[src/rtl/reset_source_pkg.sv]
// Shared constants of the reset-source and watchdog block.
// Assumes a single 125 MHz system clock and an 8-bit register port.
`default_nettype none
package reset_source_pkg;
	// Register offsets on the plain register port
	localparam logic [7:0] RESET_CAUSE_ADDR = 8'hef;
	localparam logic [7:0] WATCHDOG_CTRL_ADDR = 8'hff;

	// Reset cause register bit positions
	localparam int PIN_BIT = 0;
	localparam int POWER_ON_BIT = 1;
	localparam int MISSING_CLOCK_BIT = 2;
	localparam int WATCHDOG_BIT = 3;
	localparam int SOFTWARE_BIT = 4;
	localparam int COMPARATOR_BIT = 5;
	localparam int CONVERT_START_BIT = 6;
	localparam int DEBUG_PORT_BIT = 7;
	localparam int NUM_CAUSES = 7;

	// Watchdog control register fields and command bytes
	localparam int WDT_ACTIVE_BIT = 4;
	localparam int WDT_CMD_BIT = 7;
	localparam logic [7:0] WDT_CMD_RESTART = 8'ha5;
	localparam logic [7:0] WDT_CMD_DISABLE_FIRST = 8'hde;
	localparam logic [7:0] WDT_CMD_DISABLE_SECOND = 8'had;
	localparam logic [7:0] WDT_CMD_LOCK = 8'hff;
	localparam logic [2:0] WDT_INTERVAL_RESET = 3'h7;
	localparam int WDT_WIDTH = 21;
	localparam int WDT_BASE_EXP = 3;
	localparam logic [2:0] WDT_DISABLE_WINDOW = 3'h4;

	// Timing
	localparam int CLK_HZ = 125_000_000;
	localparam int STRETCH_CYCLES = 12;
	localparam int POWER_ON_HOLD_MS = 100;
	localparam int POWER_ON_HOLD_CYCLES = POWER_ON_HOLD_MS * (CLK_HZ / 1000);

	// Idle levels of the pin inputs, in synchroniser order
	// {debug_in_reset, missing_clock, comparator_below, convert_start_n, rst_pin_n}
	localparam logic [4:0] PIN_IDLE = 5'h03;
endpackage
`default_nettype wire

[src/rtl/pin_sync.sv]
// Two-flop synchronisers for asynchronous pin inputs.
// Assumes inputs come from outside the sys_clk domain.
`default_nettype none
module pin_sync #(
	parameter int WIDTH = 1,
	parameter logic [WIDTH-1:0] IDLE = '0
) (
	input wire logic sys_clk,
	input wire logic rstn,
	input wire logic [WIDTH-1:0] async_in,
	output logic [WIDTH-1:0] sync_out
);
	typedef struct packed {
		logic [WIDTH-1:0] first;
		logic [WIDTH-1:0] second;
	} sync_t;

	sync_t cur_ff;
	sync_t nxt_ff;

	generate
		if (WIDTH < 1) begin : g_chk
			$error("pin_sync needs WIDTH of at least one");
		end
	endgenerate

	always_comb begin
		nxt_ff.first = async_in;
		nxt_ff.second = cur_ff.first;
		if (!rstn) begin
			nxt_ff.first = IDLE;
			nxt_ff.second = IDLE;
		end
	end

	always_ff @(posedge sys_clk) begin
		cur_ff <= nxt_ff;
	end

	assign sync_out = cur_ff.second;
endmodule
`default_nettype wire

[src/rtl/reset_source_and_watchdog.sv]
// Reset-source sequencer, reset cause register and 21-bit watchdog timer.
// Assumes rstn is the supply monitor's power-on reset, synchronous to sys_clk,
// and that the rest of the chip is held while core_reset_n is low.
`default_nettype none
module reset_source_and_watchdog #(
	parameter int POWER_ON_HOLD = reset_source_pkg::POWER_ON_HOLD_CYCLES,
	parameter int WDT_W = reset_source_pkg::WDT_WIDTH
) (
	input wire logic sys_clk,
	input wire logic rstn,
	input wire logic [7:0] addr,
	input wire logic [7:0] wdata,
	input wire logic wr,
	input wire logic rd,
	output logic [7:0] rdata,
	input wire logic rst_pin_n_in,
	output logic rst_pin_out,
	output logic rst_pin_oe,
	input wire logic convert_start_input_n,
	input wire logic comparator_below,
	input wire logic missing_clock_reset,
	input wire logic debug_port_in_reset,
	output logic core_reset_n
);
	localparam int HOLD_W = $clog2(POWER_ON_HOLD + 1);
	localparam logic [3:0] STRETCH_LOAD = 4'(reset_source_pkg::STRETCH_CYCLES);

	typedef enum logic [1:0] {
		SEQ_RUN,
		SEQ_HOLD,
		SEQ_STRETCH
	} seq_t;

	typedef struct packed {
		seq_t seq;
		logic [3:0] stretch;
		logic [HOLD_W-1:0] hold_cnt;
		logic pin_drive;
		logic [reset_source_pkg::NUM_CAUSES-1:0] cause;
		logic cmp_en;
		logic cnv_en;
		logic wdt_on;
		logic wdt_lock;
		logic [2:0] wdt_iv;
		logic [WDT_W-1:0] wdt_cnt;
		logic [2:0] dis_win;
		logic [7:0] rdata;
	} state_t;

	state_t cur_ff;
	state_t nxt_ff;

	logic [4:0] pins_sync;
	logic pin_low;
	logic cnv_low;
	logic cmp_low;
	logic mcd;
	logic dbg_rst;
	logic [reset_source_pkg::NUM_CAUSES-1:0] events;
	logic level_active;
	logic wdt_overflow;
	logic cause_wr;
	logic ctrl_wr;
	logic [1:0] addr_sel;

	generate
		if (WDT_W < reset_source_pkg::WDT_WIDTH) begin : g_wdt_chk
			$error("watchdog counter must be at least 21 bits");
		end
		if (POWER_ON_HOLD < 1) begin : g_hold_chk
			$error("power-on hold must be at least one cycle");
		end
		if (reset_source_pkg::STRETCH_CYCLES < 1 ||
			reset_source_pkg::STRETCH_CYCLES > 15) begin : g_stretch_chk
			$error("reset stretch must fit the four-bit counter");
		end
	endgenerate

	pin_sync #(
		.WIDTH(5),
		.IDLE(reset_source_pkg::PIN_IDLE)
	) u_pin_sync (
		.sys_clk(sys_clk),
		.rstn(rstn),
		.async_in({debug_port_in_reset, missing_clock_reset, comparator_below,
			convert_start_input_n, rst_pin_n_in}),
		.sync_out(pins_sync)
	);

	assign pin_low = ~pins_sync[0];
	assign cnv_low = ~pins_sync[1];
	assign cmp_low = pins_sync[2];
	assign mcd = pins_sync[3];
	assign dbg_rst = pins_sync[4];

	// Timeout less one: 4**(3+iv) = 2**(6+2*iv)
	function automatic logic [WDT_W-1:0] wdt_last(input logic [2:0] iv);
		logic [4:0] shamt;
		shamt = 5'(2 * reset_source_pkg::WDT_BASE_EXP) + {1'b0, iv, 1'b0};
		wdt_last = (WDT_W'(1) << shamt) - WDT_W'(1);
	endfunction

	// Fixed priority when several sources hit in one cycle
	function automatic logic [reset_source_pkg::NUM_CAUSES-1:0] pick_cause(
		input logic [reset_source_pkg::NUM_CAUSES-1:0] ev
	);
		logic [reset_source_pkg::NUM_CAUSES-1:0] one;
		one = '0;
		if (ev[reset_source_pkg::POWER_ON_BIT]) begin
			one[reset_source_pkg::POWER_ON_BIT] = 1'b1;
		end else if (ev[reset_source_pkg::PIN_BIT]) begin
			one[reset_source_pkg::PIN_BIT] = 1'b1;
		end else if (ev[reset_source_pkg::MISSING_CLOCK_BIT]) begin
			one[reset_source_pkg::MISSING_CLOCK_BIT] = 1'b1;
		end else if (ev[reset_source_pkg::WATCHDOG_BIT]) begin
			one[reset_source_pkg::WATCHDOG_BIT] = 1'b1;
		end else if (ev[reset_source_pkg::COMPARATOR_BIT]) begin
			one[reset_source_pkg::COMPARATOR_BIT] = 1'b1;
		end else if (ev[reset_source_pkg::CONVERT_START_BIT]) begin
			one[reset_source_pkg::CONVERT_START_BIT] = 1'b1;
		end else if (ev[reset_source_pkg::SOFTWARE_BIT]) begin
			one[reset_source_pkg::SOFTWARE_BIT] = 1'b1;
		end
		pick_cause = one;
	endfunction

	// Register select: bit 0 the reset cause register, bit 1 watchdog control
	function automatic logic [1:0] reg_sel(input logic [7:0] a);
		logic [1:0] sel;
		sel = 2'h0;
		if (a == reset_source_pkg::RESET_CAUSE_ADDR) begin
			sel[0] = 1'b1;
		end
		if (a == reset_source_pkg::WATCHDOG_CTRL_ADDR) begin
			sel[1] = 1'b1;
		end
		reg_sel = sel;
	endfunction

	// Writes land only while the sequencer runs; reads are answered in any state
	assign addr_sel = reg_sel(addr);
	assign cause_wr = wr && addr_sel[0] &&
		(cur_ff.seq == SEQ_RUN);
	assign ctrl_wr = wr && addr_sel[1] &&
		(cur_ff.seq == SEQ_RUN);
	// Greater-or-equal, so a shorter interval written over a higher count still bites
	assign wdt_overflow = cur_ff.wdt_on && (cur_ff.wdt_cnt >= wdt_last(cur_ff.wdt_iv));

	always_comb begin
		events = '0;
		// The block's own drive pulls the pin low; that is not an external reset
		events[reset_source_pkg::PIN_BIT] = pin_low && !cur_ff.pin_drive;
		events[reset_source_pkg::POWER_ON_BIT] =
			cause_wr && wdata[reset_source_pkg::POWER_ON_BIT];
		events[reset_source_pkg::MISSING_CLOCK_BIT] = mcd;
		events[reset_source_pkg::WATCHDOG_BIT] = wdt_overflow;
		events[reset_source_pkg::SOFTWARE_BIT] =
			cause_wr && wdata[reset_source_pkg::SOFTWARE_BIT];
		events[reset_source_pkg::COMPARATOR_BIT] = cur_ff.cmp_en && cmp_low;
		events[reset_source_pkg::CONVERT_START_BIT] = cur_ff.cnv_en && cnv_low;
	end

	// Level sources keep the chip in reset for as long as they stay asserted
	assign level_active = events[reset_source_pkg::PIN_BIT] ||
		events[reset_source_pkg::MISSING_CLOCK_BIT] ||
		events[reset_source_pkg::COMPARATOR_BIT] ||
		events[reset_source_pkg::CONVERT_START_BIT] ||
		cur_ff.pin_drive;

	always_comb begin
		nxt_ff = cur_ff;

		// Register read data stand in the cycle after the strobe
		nxt_ff.rdata = 8'h00;
		if (rd) begin
			unique case (addr)
				reset_source_pkg::RESET_CAUSE_ADDR: begin
					nxt_ff.rdata = {dbg_rst, cur_ff.cause};
				end
				reset_source_pkg::WATCHDOG_CTRL_ADDR: begin
					nxt_ff.rdata[2:0] = cur_ff.wdt_iv;
					nxt_ff.rdata[reset_source_pkg::WDT_ACTIVE_BIT] = cur_ff.wdt_on;
				end
				default: begin
					nxt_ff.rdata = 8'h00;
				end
			endcase
		end

		// Forced power-on keeps the pin low for the whole hold count
		if (cur_ff.pin_drive) begin
			if (cur_ff.hold_cnt <= HOLD_W'(1)) begin
				nxt_ff.pin_drive = 1'b0;
				nxt_ff.hold_cnt = '0;
			end else begin
				nxt_ff.hold_cnt = cur_ff.hold_cnt - HOLD_W'(1);
			end
		end

		unique case (cur_ff.seq)
			SEQ_RUN: begin
				// Disable window closes four clocks after the first byte
				if (cur_ff.dis_win != 3'h0) begin
					nxt_ff.dis_win = cur_ff.dis_win - 3'h1;
				end
				if (cur_ff.wdt_on) begin
					nxt_ff.wdt_cnt = cur_ff.wdt_cnt + WDT_W'(1);
				end
				// Every cause write replaces both source enables
				if (cause_wr) begin
					nxt_ff.cmp_en = wdata[reset_source_pkg::COMPARATOR_BIT];
					nxt_ff.cnv_en = wdata[reset_source_pkg::CONVERT_START_BIT];
				end
				// Command bytes first; other bytes with bit 7 low set the interval
				if (ctrl_wr) begin
					unique case (wdata)
						reset_source_pkg::WDT_CMD_RESTART: begin
							nxt_ff.wdt_on = 1'b1;
							nxt_ff.wdt_cnt = '0;
						end
						reset_source_pkg::WDT_CMD_DISABLE_FIRST: begin
							nxt_ff.dis_win = reset_source_pkg::WDT_DISABLE_WINDOW;
						end
						reset_source_pkg::WDT_CMD_DISABLE_SECOND: begin
							if (cur_ff.dis_win != 3'h0 && !cur_ff.wdt_lock) begin
								nxt_ff.wdt_on = 1'b0;
								nxt_ff.wdt_cnt = '0;
							end
							nxt_ff.dis_win = 3'h0;
						end
						reset_source_pkg::WDT_CMD_LOCK: begin
							nxt_ff.wdt_lock = 1'b1;
						end
						default: begin
							if (!wdata[reset_source_pkg::WDT_CMD_BIT]) begin
								nxt_ff.wdt_iv = wdata[2:0];
							end
						end
					endcase
				end
				if (events != '0) begin
					// Whole cause field is replaced, so bit 1 clears on other causes
					nxt_ff.cause = pick_cause(events);
					nxt_ff.seq = SEQ_HOLD;
					nxt_ff.wdt_on = 1'b0;
					if (events[reset_source_pkg::POWER_ON_BIT]) begin
						nxt_ff.pin_drive = 1'b1;
						nxt_ff.hold_cnt = HOLD_W'(POWER_ON_HOLD);
					end
				end
			end
			SEQ_HOLD: begin
				// Wait until every level source and the pin drive have let go
				if (!level_active) begin
					nxt_ff.seq = SEQ_STRETCH;
					nxt_ff.stretch = STRETCH_LOAD;
				end
			end
			SEQ_STRETCH: begin
				if (level_active) begin
					nxt_ff.seq = SEQ_HOLD;
				end else if (cur_ff.stretch <= 4'h1) begin
					// Leave reset with enables and lock clear, watchdog at longest interval
					nxt_ff.seq = SEQ_RUN;
					nxt_ff.stretch = 4'h0;
					nxt_ff.cmp_en = 1'b0;
					nxt_ff.cnv_en = 1'b0;
					nxt_ff.wdt_on = 1'b1;
					nxt_ff.wdt_lock = 1'b0;
					nxt_ff.wdt_iv = reset_source_pkg::WDT_INTERVAL_RESET;
					nxt_ff.wdt_cnt = '0;
					nxt_ff.dis_win = 3'h0;
				end else begin
					nxt_ff.stretch = cur_ff.stretch - 4'h1;
				end
			end
			default: begin
				// Unused state code: fall back into the reset stretch
				nxt_ff.seq = SEQ_STRETCH;
				nxt_ff.stretch = STRETCH_LOAD;
			end
		endcase

		// Supply-monitor reset: power-on flag only, then the full stretch
		if (!rstn) begin
			nxt_ff.seq = SEQ_STRETCH;
			nxt_ff.stretch = STRETCH_LOAD;
			nxt_ff.hold_cnt = '0;
			nxt_ff.pin_drive = 1'b0;
			nxt_ff.cause = '0;
			nxt_ff.cause[reset_source_pkg::POWER_ON_BIT] = 1'b1;
			nxt_ff.cmp_en = 1'b0;
			nxt_ff.cnv_en = 1'b0;
			nxt_ff.wdt_on = 1'b0;
			nxt_ff.wdt_lock = 1'b0;
			nxt_ff.wdt_iv = reset_source_pkg::WDT_INTERVAL_RESET;
			nxt_ff.wdt_cnt = '0;
			nxt_ff.dis_win = 3'h0;
			nxt_ff.rdata = 8'h00;
		end
	end

	always_ff @(posedge sys_clk) begin
		cur_ff <= nxt_ff;
	end

	assign rdata = cur_ff.rdata;
	// Open-drain pin: only ever pulled low, and only for a forced power-on reset
	assign rst_pin_out = 1'b0;
	assign rst_pin_oe = cur_ff.pin_drive;
	// Raw comparator level joins the core reset so it acts with the clock stopped
	assign core_reset_n = (cur_ff.seq == SEQ_RUN) && rstn &&
		!(cur_ff.cmp_en && comparator_below);
endmodule
`default_nettype wire

[config.mk]
export PLATFORM = sky130hd
export DESIGN_NAME = reset_source_and_watchdog
export DESIGN_NICKNAME = d
export VERILOG_FILES = /design/src/rtl/reset_source_pkg.sv /design/src/rtl/pin_sync.sv /design/src/rtl/reset_source_and_watchdog.sv
export SDC_FILE = /design/constraint.sdc
export NUM_CORES = 1
export LEC_CHECK = 0
export ABC_AREA = 1
export ABC_CLOCK_PERIOD_IN_PS = 2200
export BUFFER_PORTS_ARGS = -buffer_cell sky130_fd_sc_hd__buf_2
export CORE_MARGIN = 5
export CORE_UTILIZATION = 42
export CTS_CLUSTER_DIAMETER = 30
export DETAILED_ROUTE_END_ITERATION = 7
export PLACE_DENSITY_LB_ADDON = 0.1
export SKIP_LAST_GASP = 1
export SYNTH_ARGS = -nofsm -noshare
export SYNTH_HDL_FRONTEND = slang
export SYNTH_HIERARCHICAL = 1
export SYNTH_SLANG_ARGS = --single-unit
[constraint.sdc]
create_clock -name sys_clk -period 2.2 [get_ports sys_clk]
set_input_delay 0.11 -clock sys_clk [delete_from_list [all_inputs] [get_ports sys_clk]]
set_output_delay 0.11 -clock sys_clk [all_outputs]
set_load 0.005 [all_outputs]
== After elaboration in Yosys (flattened, before gate mapping) ==
Index checks and enable logic that the tools add are counted.
W data, S select, Z words.

* Memories: 0
* Register bits: 87
* Logic and storage cells: 135
* Input bits: 25
* Bits in latches: 0
* Memory bits (read-only): 0
* Output and inout port bits: 11
* RAM bits: 0

* Reduce and logical (&&, ||, !) cells: 36
* Bitwise operators: 3
* Divide/modulo/power cells: 0
* Equality and inequality tests: 21
* Multiplexer cells: 49
* Add/sub/neg operators: 6
* Multiply operators: 0
* Order comparisons: 3
* Shift operators: 1

{| class="wikitable"
|+ Operators with widths
! cell !! count
|-
| $mux W32 || 2
|-
| $mux W31 || 2
|-
| $pmux W31 S2 || 1
|-
| $mux W25 || 2
|-
| $eq A8 B8 Y1 const B || 6
|-
| $mux W21 || 2
|-
| $pmux W21 S2 || 1
|-
| $mux W29 || 1
|-
| $le A24 B1 Y1 const B || 1
|-
| $mux W24 || 1
|-
| $sub A24 B1 Y24 const B || 1
|-
| $add A21 B1 Y21 const B || 1
|-
| $ge A21 B21 Y1 || 1
|-
| $shl A1 B5 Y21 const A || 1
|-
| $sub A21 B2 Y21 const B || 1
|-
| $mux W1 || 17
|-
| $logic_and A1 B1 Y1 || 14
|-
| $ne A2 B2 Y1 const B || 7
|-
| $mux W3 || 4
|-
| $mux W4 || 3
|-
| $pmux W3 S2 || 2
|-
| $pmux W4 S3 || 1
|-
| $reduce_and A3 Y1 || 4
|-
| $reduce_and A6 Y1 || 2
|-
| 27 further kinds || 41
|}

== Depth between registers and ports, before layout ==
* Depth after elaboration: 14
* Mapped depth: 22
* Depth with buffers taken out: 22

== By module ==
The synthesis kept the hierarchy.

{| class="wikitable"
|+ Modules (own cells, without submodules)
! module !! instances !! area an instance (um^2) !! cells an instance !! seq. area each (um^2)
|-
| reset_source_and_watchdog || 1 || 4938.5 || 721 || 1541.5
|-
| pin_sync || 1 || 324.1 || 36 || 200.2
|}

== Least setup slack after synthesis ==
OpenSTA, ideal clock, no wires.

* Kind: register to register
* Start: register cur_ff[34] (netlist name)
* End: register cur_ff[36] (netlist name)
* Stages on the path, launching flop included: 19
* Setup slack: -0.083 ns
* Arrival time: 2.169 ns
* Buffers on the path: 1
* Required time: 2.085 ns
* Path through: dfxtp_1 > clkbuf_1 > nor2_1 > inv_1 > nand2_1 > xnor2_1 > ha_1 > nand2_1 > inv_1 > nand2_1 > nand2_1 > nand2_1 > nand2_1 > nand2_1 > nand4_1 > a21oi_1 > nand4_1 > a21oi_1 > nor2_1

* Word-level cells in the longest chain between the ends: 8

{| class="wikitable"
|+ RTL lines
! element !! line !! text
|-
| start: declaration || reset_source_and_watchdog.sv:50 || <nowiki>state_t cur_ff;</nowiki>
|-
| start signal: assignment || reset_source_and_watchdog.sv:304 || <nowiki>cur_ff <= nxt_ff;</nowiki>
|-
| $add A3 B4 Y5 (*) || reset_source_and_watchdog.sv:99 || <nowiki>shamt = 5'(2 * reset_source_pkg::WDT_BASE_EXP) + {1'b0, iv, 1'b0};</nowiki>
|-
| $shl A1 B5 Y21 (*) || reset_source_and_watchdog.sv:100 || <nowiki>wdt_last = (WDT_W'(1) << shamt) - WDT_W'(1);</nowiki>
|-
| $sub A21 B2 Y21 (*) || reset_source_and_watchdog.sv:100 ||
|-
| $ge A21 B21 Y1 (*) || reset_source_and_watchdog.sv:147 || <nowiki>assign wdt_overflow = cur_ff.wdt_on && (cur_ff.wdt_cnt >= wdt_last(cur_ff.wdt_iv));</nowiki>
|-
| $logic_and A1 B1 Y1 (*) || reset_source_and_watchdog.sv:147 ||
|-
| $reduce_bool A7 Y1 (*) || reset_source_and_watchdog.sv:241 || <nowiki>if (events != '0) begin</nowiki>
|-
| $ne A4 B1 Y1 (no line) (tied with other cells) || - ||
|-
| $reduce_and A6 Y1 (no line) / $pmux W31 S2 (equally long branches) || - ||
|}

Mark *: on every way between the ends. The rest lies on a longest branch, timed or not.
A chain may end at the register's enable or synchronous reset.

== Final worst setup path ==
* Start: register cur_ff[32] (netlist name)
* End: register cur_ff[45] (netlist name)

* Word-level cells in the longest chain between the ends: 9

{| class="wikitable"
|+ RTL lines
! element !! line !! text
|-
| $add A3 B4 Y5 (*) || reset_source_and_watchdog.sv:99 ||
|-
| $shl A1 B5 Y21 (*) || reset_source_and_watchdog.sv:100 ||
|-
| $sub A21 B2 Y21 (*) || reset_source_and_watchdog.sv:100 ||
|-
| $ge A21 B21 Y1 (*) || reset_source_and_watchdog.sv:147 ||
|-
| $logic_and A1 B1 Y1 (*) || reset_source_and_watchdog.sv:147 ||
|-
| $mux W3 || reset_source_and_watchdog.sv:115 || <nowiki>end else if (ev[reset_source_pkg::WATCHDOG_BIT]) begin</nowiki>
|-
| $mux W4 || reset_source_and_watchdog.sv:113 || <nowiki>end else if (ev[reset_source_pkg::MISSING_CLOCK_BIT]) begin</nowiki>
|-
| $mux W5 || reset_source_and_watchdog.sv:111 || <nowiki>end else if (ev[reset_source_pkg::PIN_BIT]) begin</nowiki>
|-
| $mux W5 || reset_source_and_watchdog.sv:109 || <nowiki>if (ev[reset_source_pkg::POWER_ON_BIT]) begin</nowiki>
|}

Marks and branches as above.

==> out/results.tsv <==
metric	value	unit
non-filler cells, final	987	
Post-DRT Antenna Nets	0	
WHS Path Cells	3	
DRC	0	
HP Start	wdata[6]	
status	finished with violations	
Die Y	122	um
global route overflow	0	
Setup TNS	-1.25	ns
pre-CTS setup slack	-0.209	ns
Initial DRT Pass Iterations	5	
RR Endpoint	cur_ff[45]	
largest net degree at the start of global routing	31	
post-route core utilization	0.508	
Yosys warnings	6	
worst hold path type	input port to flop	
Post-DP Area	0.00568	mm2
cell taking the most area after synthesis	dfxtp_1	
CP Capture Type	flop	
Post-synth EDFFs	0	
WS Path Type	flop to flop	
worst-case clock buffer depth	2	
Clk Tree Root Cell	clkbuf_16	
clock skew	0.00724	ns
reg-to-reg slack, setup	-0.18	ns
row count	40	
MaxCap Viol Count	0	
uppermost layer routed	met4	
PortBufs	34	
r2r worst-path depth	21	
vias in the first global route	4634	
Least-Margin Pin Slew	0.558	ns
maximum fanout along the worst path	5	
Worst path slowest cell	dfxtp_1	
Mapped Cells	757	
number of CTS-inserted buffers	9	
Met3 Routed Length	488	um
Worst Hold Endpoint	cur_ff[37]	
GPL Wtd Cong	0.852	
Initial Util	0.433	
core footprint	0.0122	mm2
# diodes	0	
fmax	420	MHz
die area	0.0149	mm2
Max-slew headroom	0.628	
DR WL/cell	13.1	um
total power draw	4.38	mW
Boundary Pins	36	
RSZ-0062 raised after global routing	yes	
DIE WIDTH	122	um
sequential area share after synthesis	0.331	
fraction of registers with async set or reset after synthesis	0	
critical path arrival	2.63	ns
setup violators final	9	
mapped cell area	0.00526	mm2
crit path cell chain	nor2_1 -> inv_1 -> nor2_2 -> inv_2 -> nand2_2 -> xnor2_2 -> ha_1 -> nand2_1 -> inv_1 -> nand2_1 -> nand2_1 -> nand2_1 -> nand2_1 -> nand2_1 -> nand4_1 -> nand2_2 -> nand3_4 -> nand2_4 -> inv_2 -> o21ai_1 -> a21oi_1	
Synth top area share	0.331	
clock slew seen by the registers of the worst setup and hold paths	0.07	ns
via count	4822	
H-tree levels	3	
Crit Reg-Reg Startpoint	cur_ff[32]	
post-synthesis sequential element count	87	
initial DRC count	210	
Placed Cells	959	
most frequent CP cell	nand2_1	
failing checks	negative setup slack	
Max VDD drop	0.000492	V
Lkg Pwr	2.92	nW
WL final	13.0	mm
Routed met1 length	6.35	mm
Post-DP HPWL	9.76	mm
first-pass GRT wire length	21.5	mm
max incr delay on CP	0.31	ns
Clock Latency Late Sink	0.36	ns
CP Launch Type	flop	
final hold violation count	0	
CTS Sinks	87	
Main synth FF type	dfxtp_1	
worst path required time	2.45	ns
Distinct cells, synth	50	
final instance area	0.00617	mm2
P&R area growth vs syn	17.3	%
All-Layer GR Usage	0.181	
Vias/cell	4.89	
WL met2	5.82	mm
Tmin final	2.38	ns
CTS tree	done	
Mapped Avg Cell Area	6.95	um2
Synth top cells by count	nand2_1, inv_1, nor2_1	
final setup margin	-0.180	ns
PwrDens	710	mW/mm2
layout cells sized above 1	0.184	
most frequent cell after synthesis	nand2_1	
fin nets	868	
Slew Limit Fails	0	
period utilisation layout	1.08	
initial antenna violation count	0	
top cells by area, synth	dfxtp_1, nand2_1, inv_1, ha_1, nor2_1	
final hold slack	0.0319	ns
-- power breakdown --
| part | switching [mW] | internal (mW) | total (mW) |
|---|---|---|---|
| clock | 0.741 | 0.911 | 1.65 |
| sequential | 0.0657 | 1.65 | 1.71 |
| combinational | 0.620 | 0.398 | 1.02 |
| total | 1.43 | 2.96 | 4.38 |
-- how the worst max path moves through the flow --
| stage | startpoint | to | slack (ns) |
|---|---|---|---|
| finish | cur_ff[32] | cur_ff[45] | -0.18 |
| global route | cur_ff[33] | cur_ff[41] | -0.39 |
| CTS | cur_ff[33] | cur_ff[41] | -0.19 |
| detailed placement | cur_ff[32] | cur_ff[41] | -0.21 |
| global placement | cur_ff[32] | cur_ff[41] | -0.11 |
| floorplan | cur_ff[33] | cur_ff[45] | 0.007 |
-- cell families after synthesis --
group	Yosys count	share of synthesized area
AND/OR/NAND/NOR	359	0.317
buffers and inverters	147	0.119
AO/OA/AOI/OAI	106	0.117
flip-flops	87	0.331
adder cells (fa/ha/maj)	29	0.0689
XOR/XNOR	27	0.0449
other	2	0.00143
-- state kept, by name, summed over array words and instances (netlist names) --
name / flops
cur_ff: 68
rdata: 8
rst_pin_oe: 1
u_pin_sync/cur_ff: 5
u_pin_sync/sync_out: 5
-- critical path: cells and delay by family (launching register included) --
kind | cells | cell delay, ns
AO/OA/AOI/OAI | 2 | 0.16
AND/OR/NAND/NOR | 13 | 1.21
XOR/XNOR | 1 | 0.10
adder cells (fa/ha/maj) | 1 | 0.27
flip-flops | 1 | 0.31
buffers and inverters | 4 | 0.20
-- cell type report --
| class | count | area, um2 |
|---|---|---|
| fill | 1226 | 5990 |
| multi-input combinational | 527 | 2990 |
| sequential | 87 | 1740 |
| timing repair buffer | 70 | 469 |
| inverter | 119 | 449 |
| clock buffer | 9 | 225 |
| tap | 168 | 210 |
| clock inverter | 7 | 88.8 |
-- cell usage in the layout, fill, tap and decap left out, types with 6 or more instances in the layout --
cell type    n
dfxtp_1     85
xor2_1      21
nor2_2      10
o21ai_0     13
ha_1        28
nand2_1    150
a21oi_1     60
nand2_2     10
buf_4       29
nor3_1      13
nand4_1     17
inv_1      106
clkbuf_16    9
conb_1       6
nor2_1      91
buf_2       34
nand3_1     34
inv_2       12
-- metal layers --
metal	global-route usage	vias up
met2	0.293	88
met5	0	-
met1	0.238	2189
met4	0.0623	0
met3	0.0432	19
li1	-	2526
-- timing repair --
item / 4_1_cts / 5_1_grt
gates resized for setup: 11 / 15
pin swaps: 5 / 11
hold buffers: 5 / 0
setup endpoints to repair: 9 / 21
buffers inserted: 2 / 5
hold endpoints to repair: 5 / 0
Power figures use the tool's default switching activity.
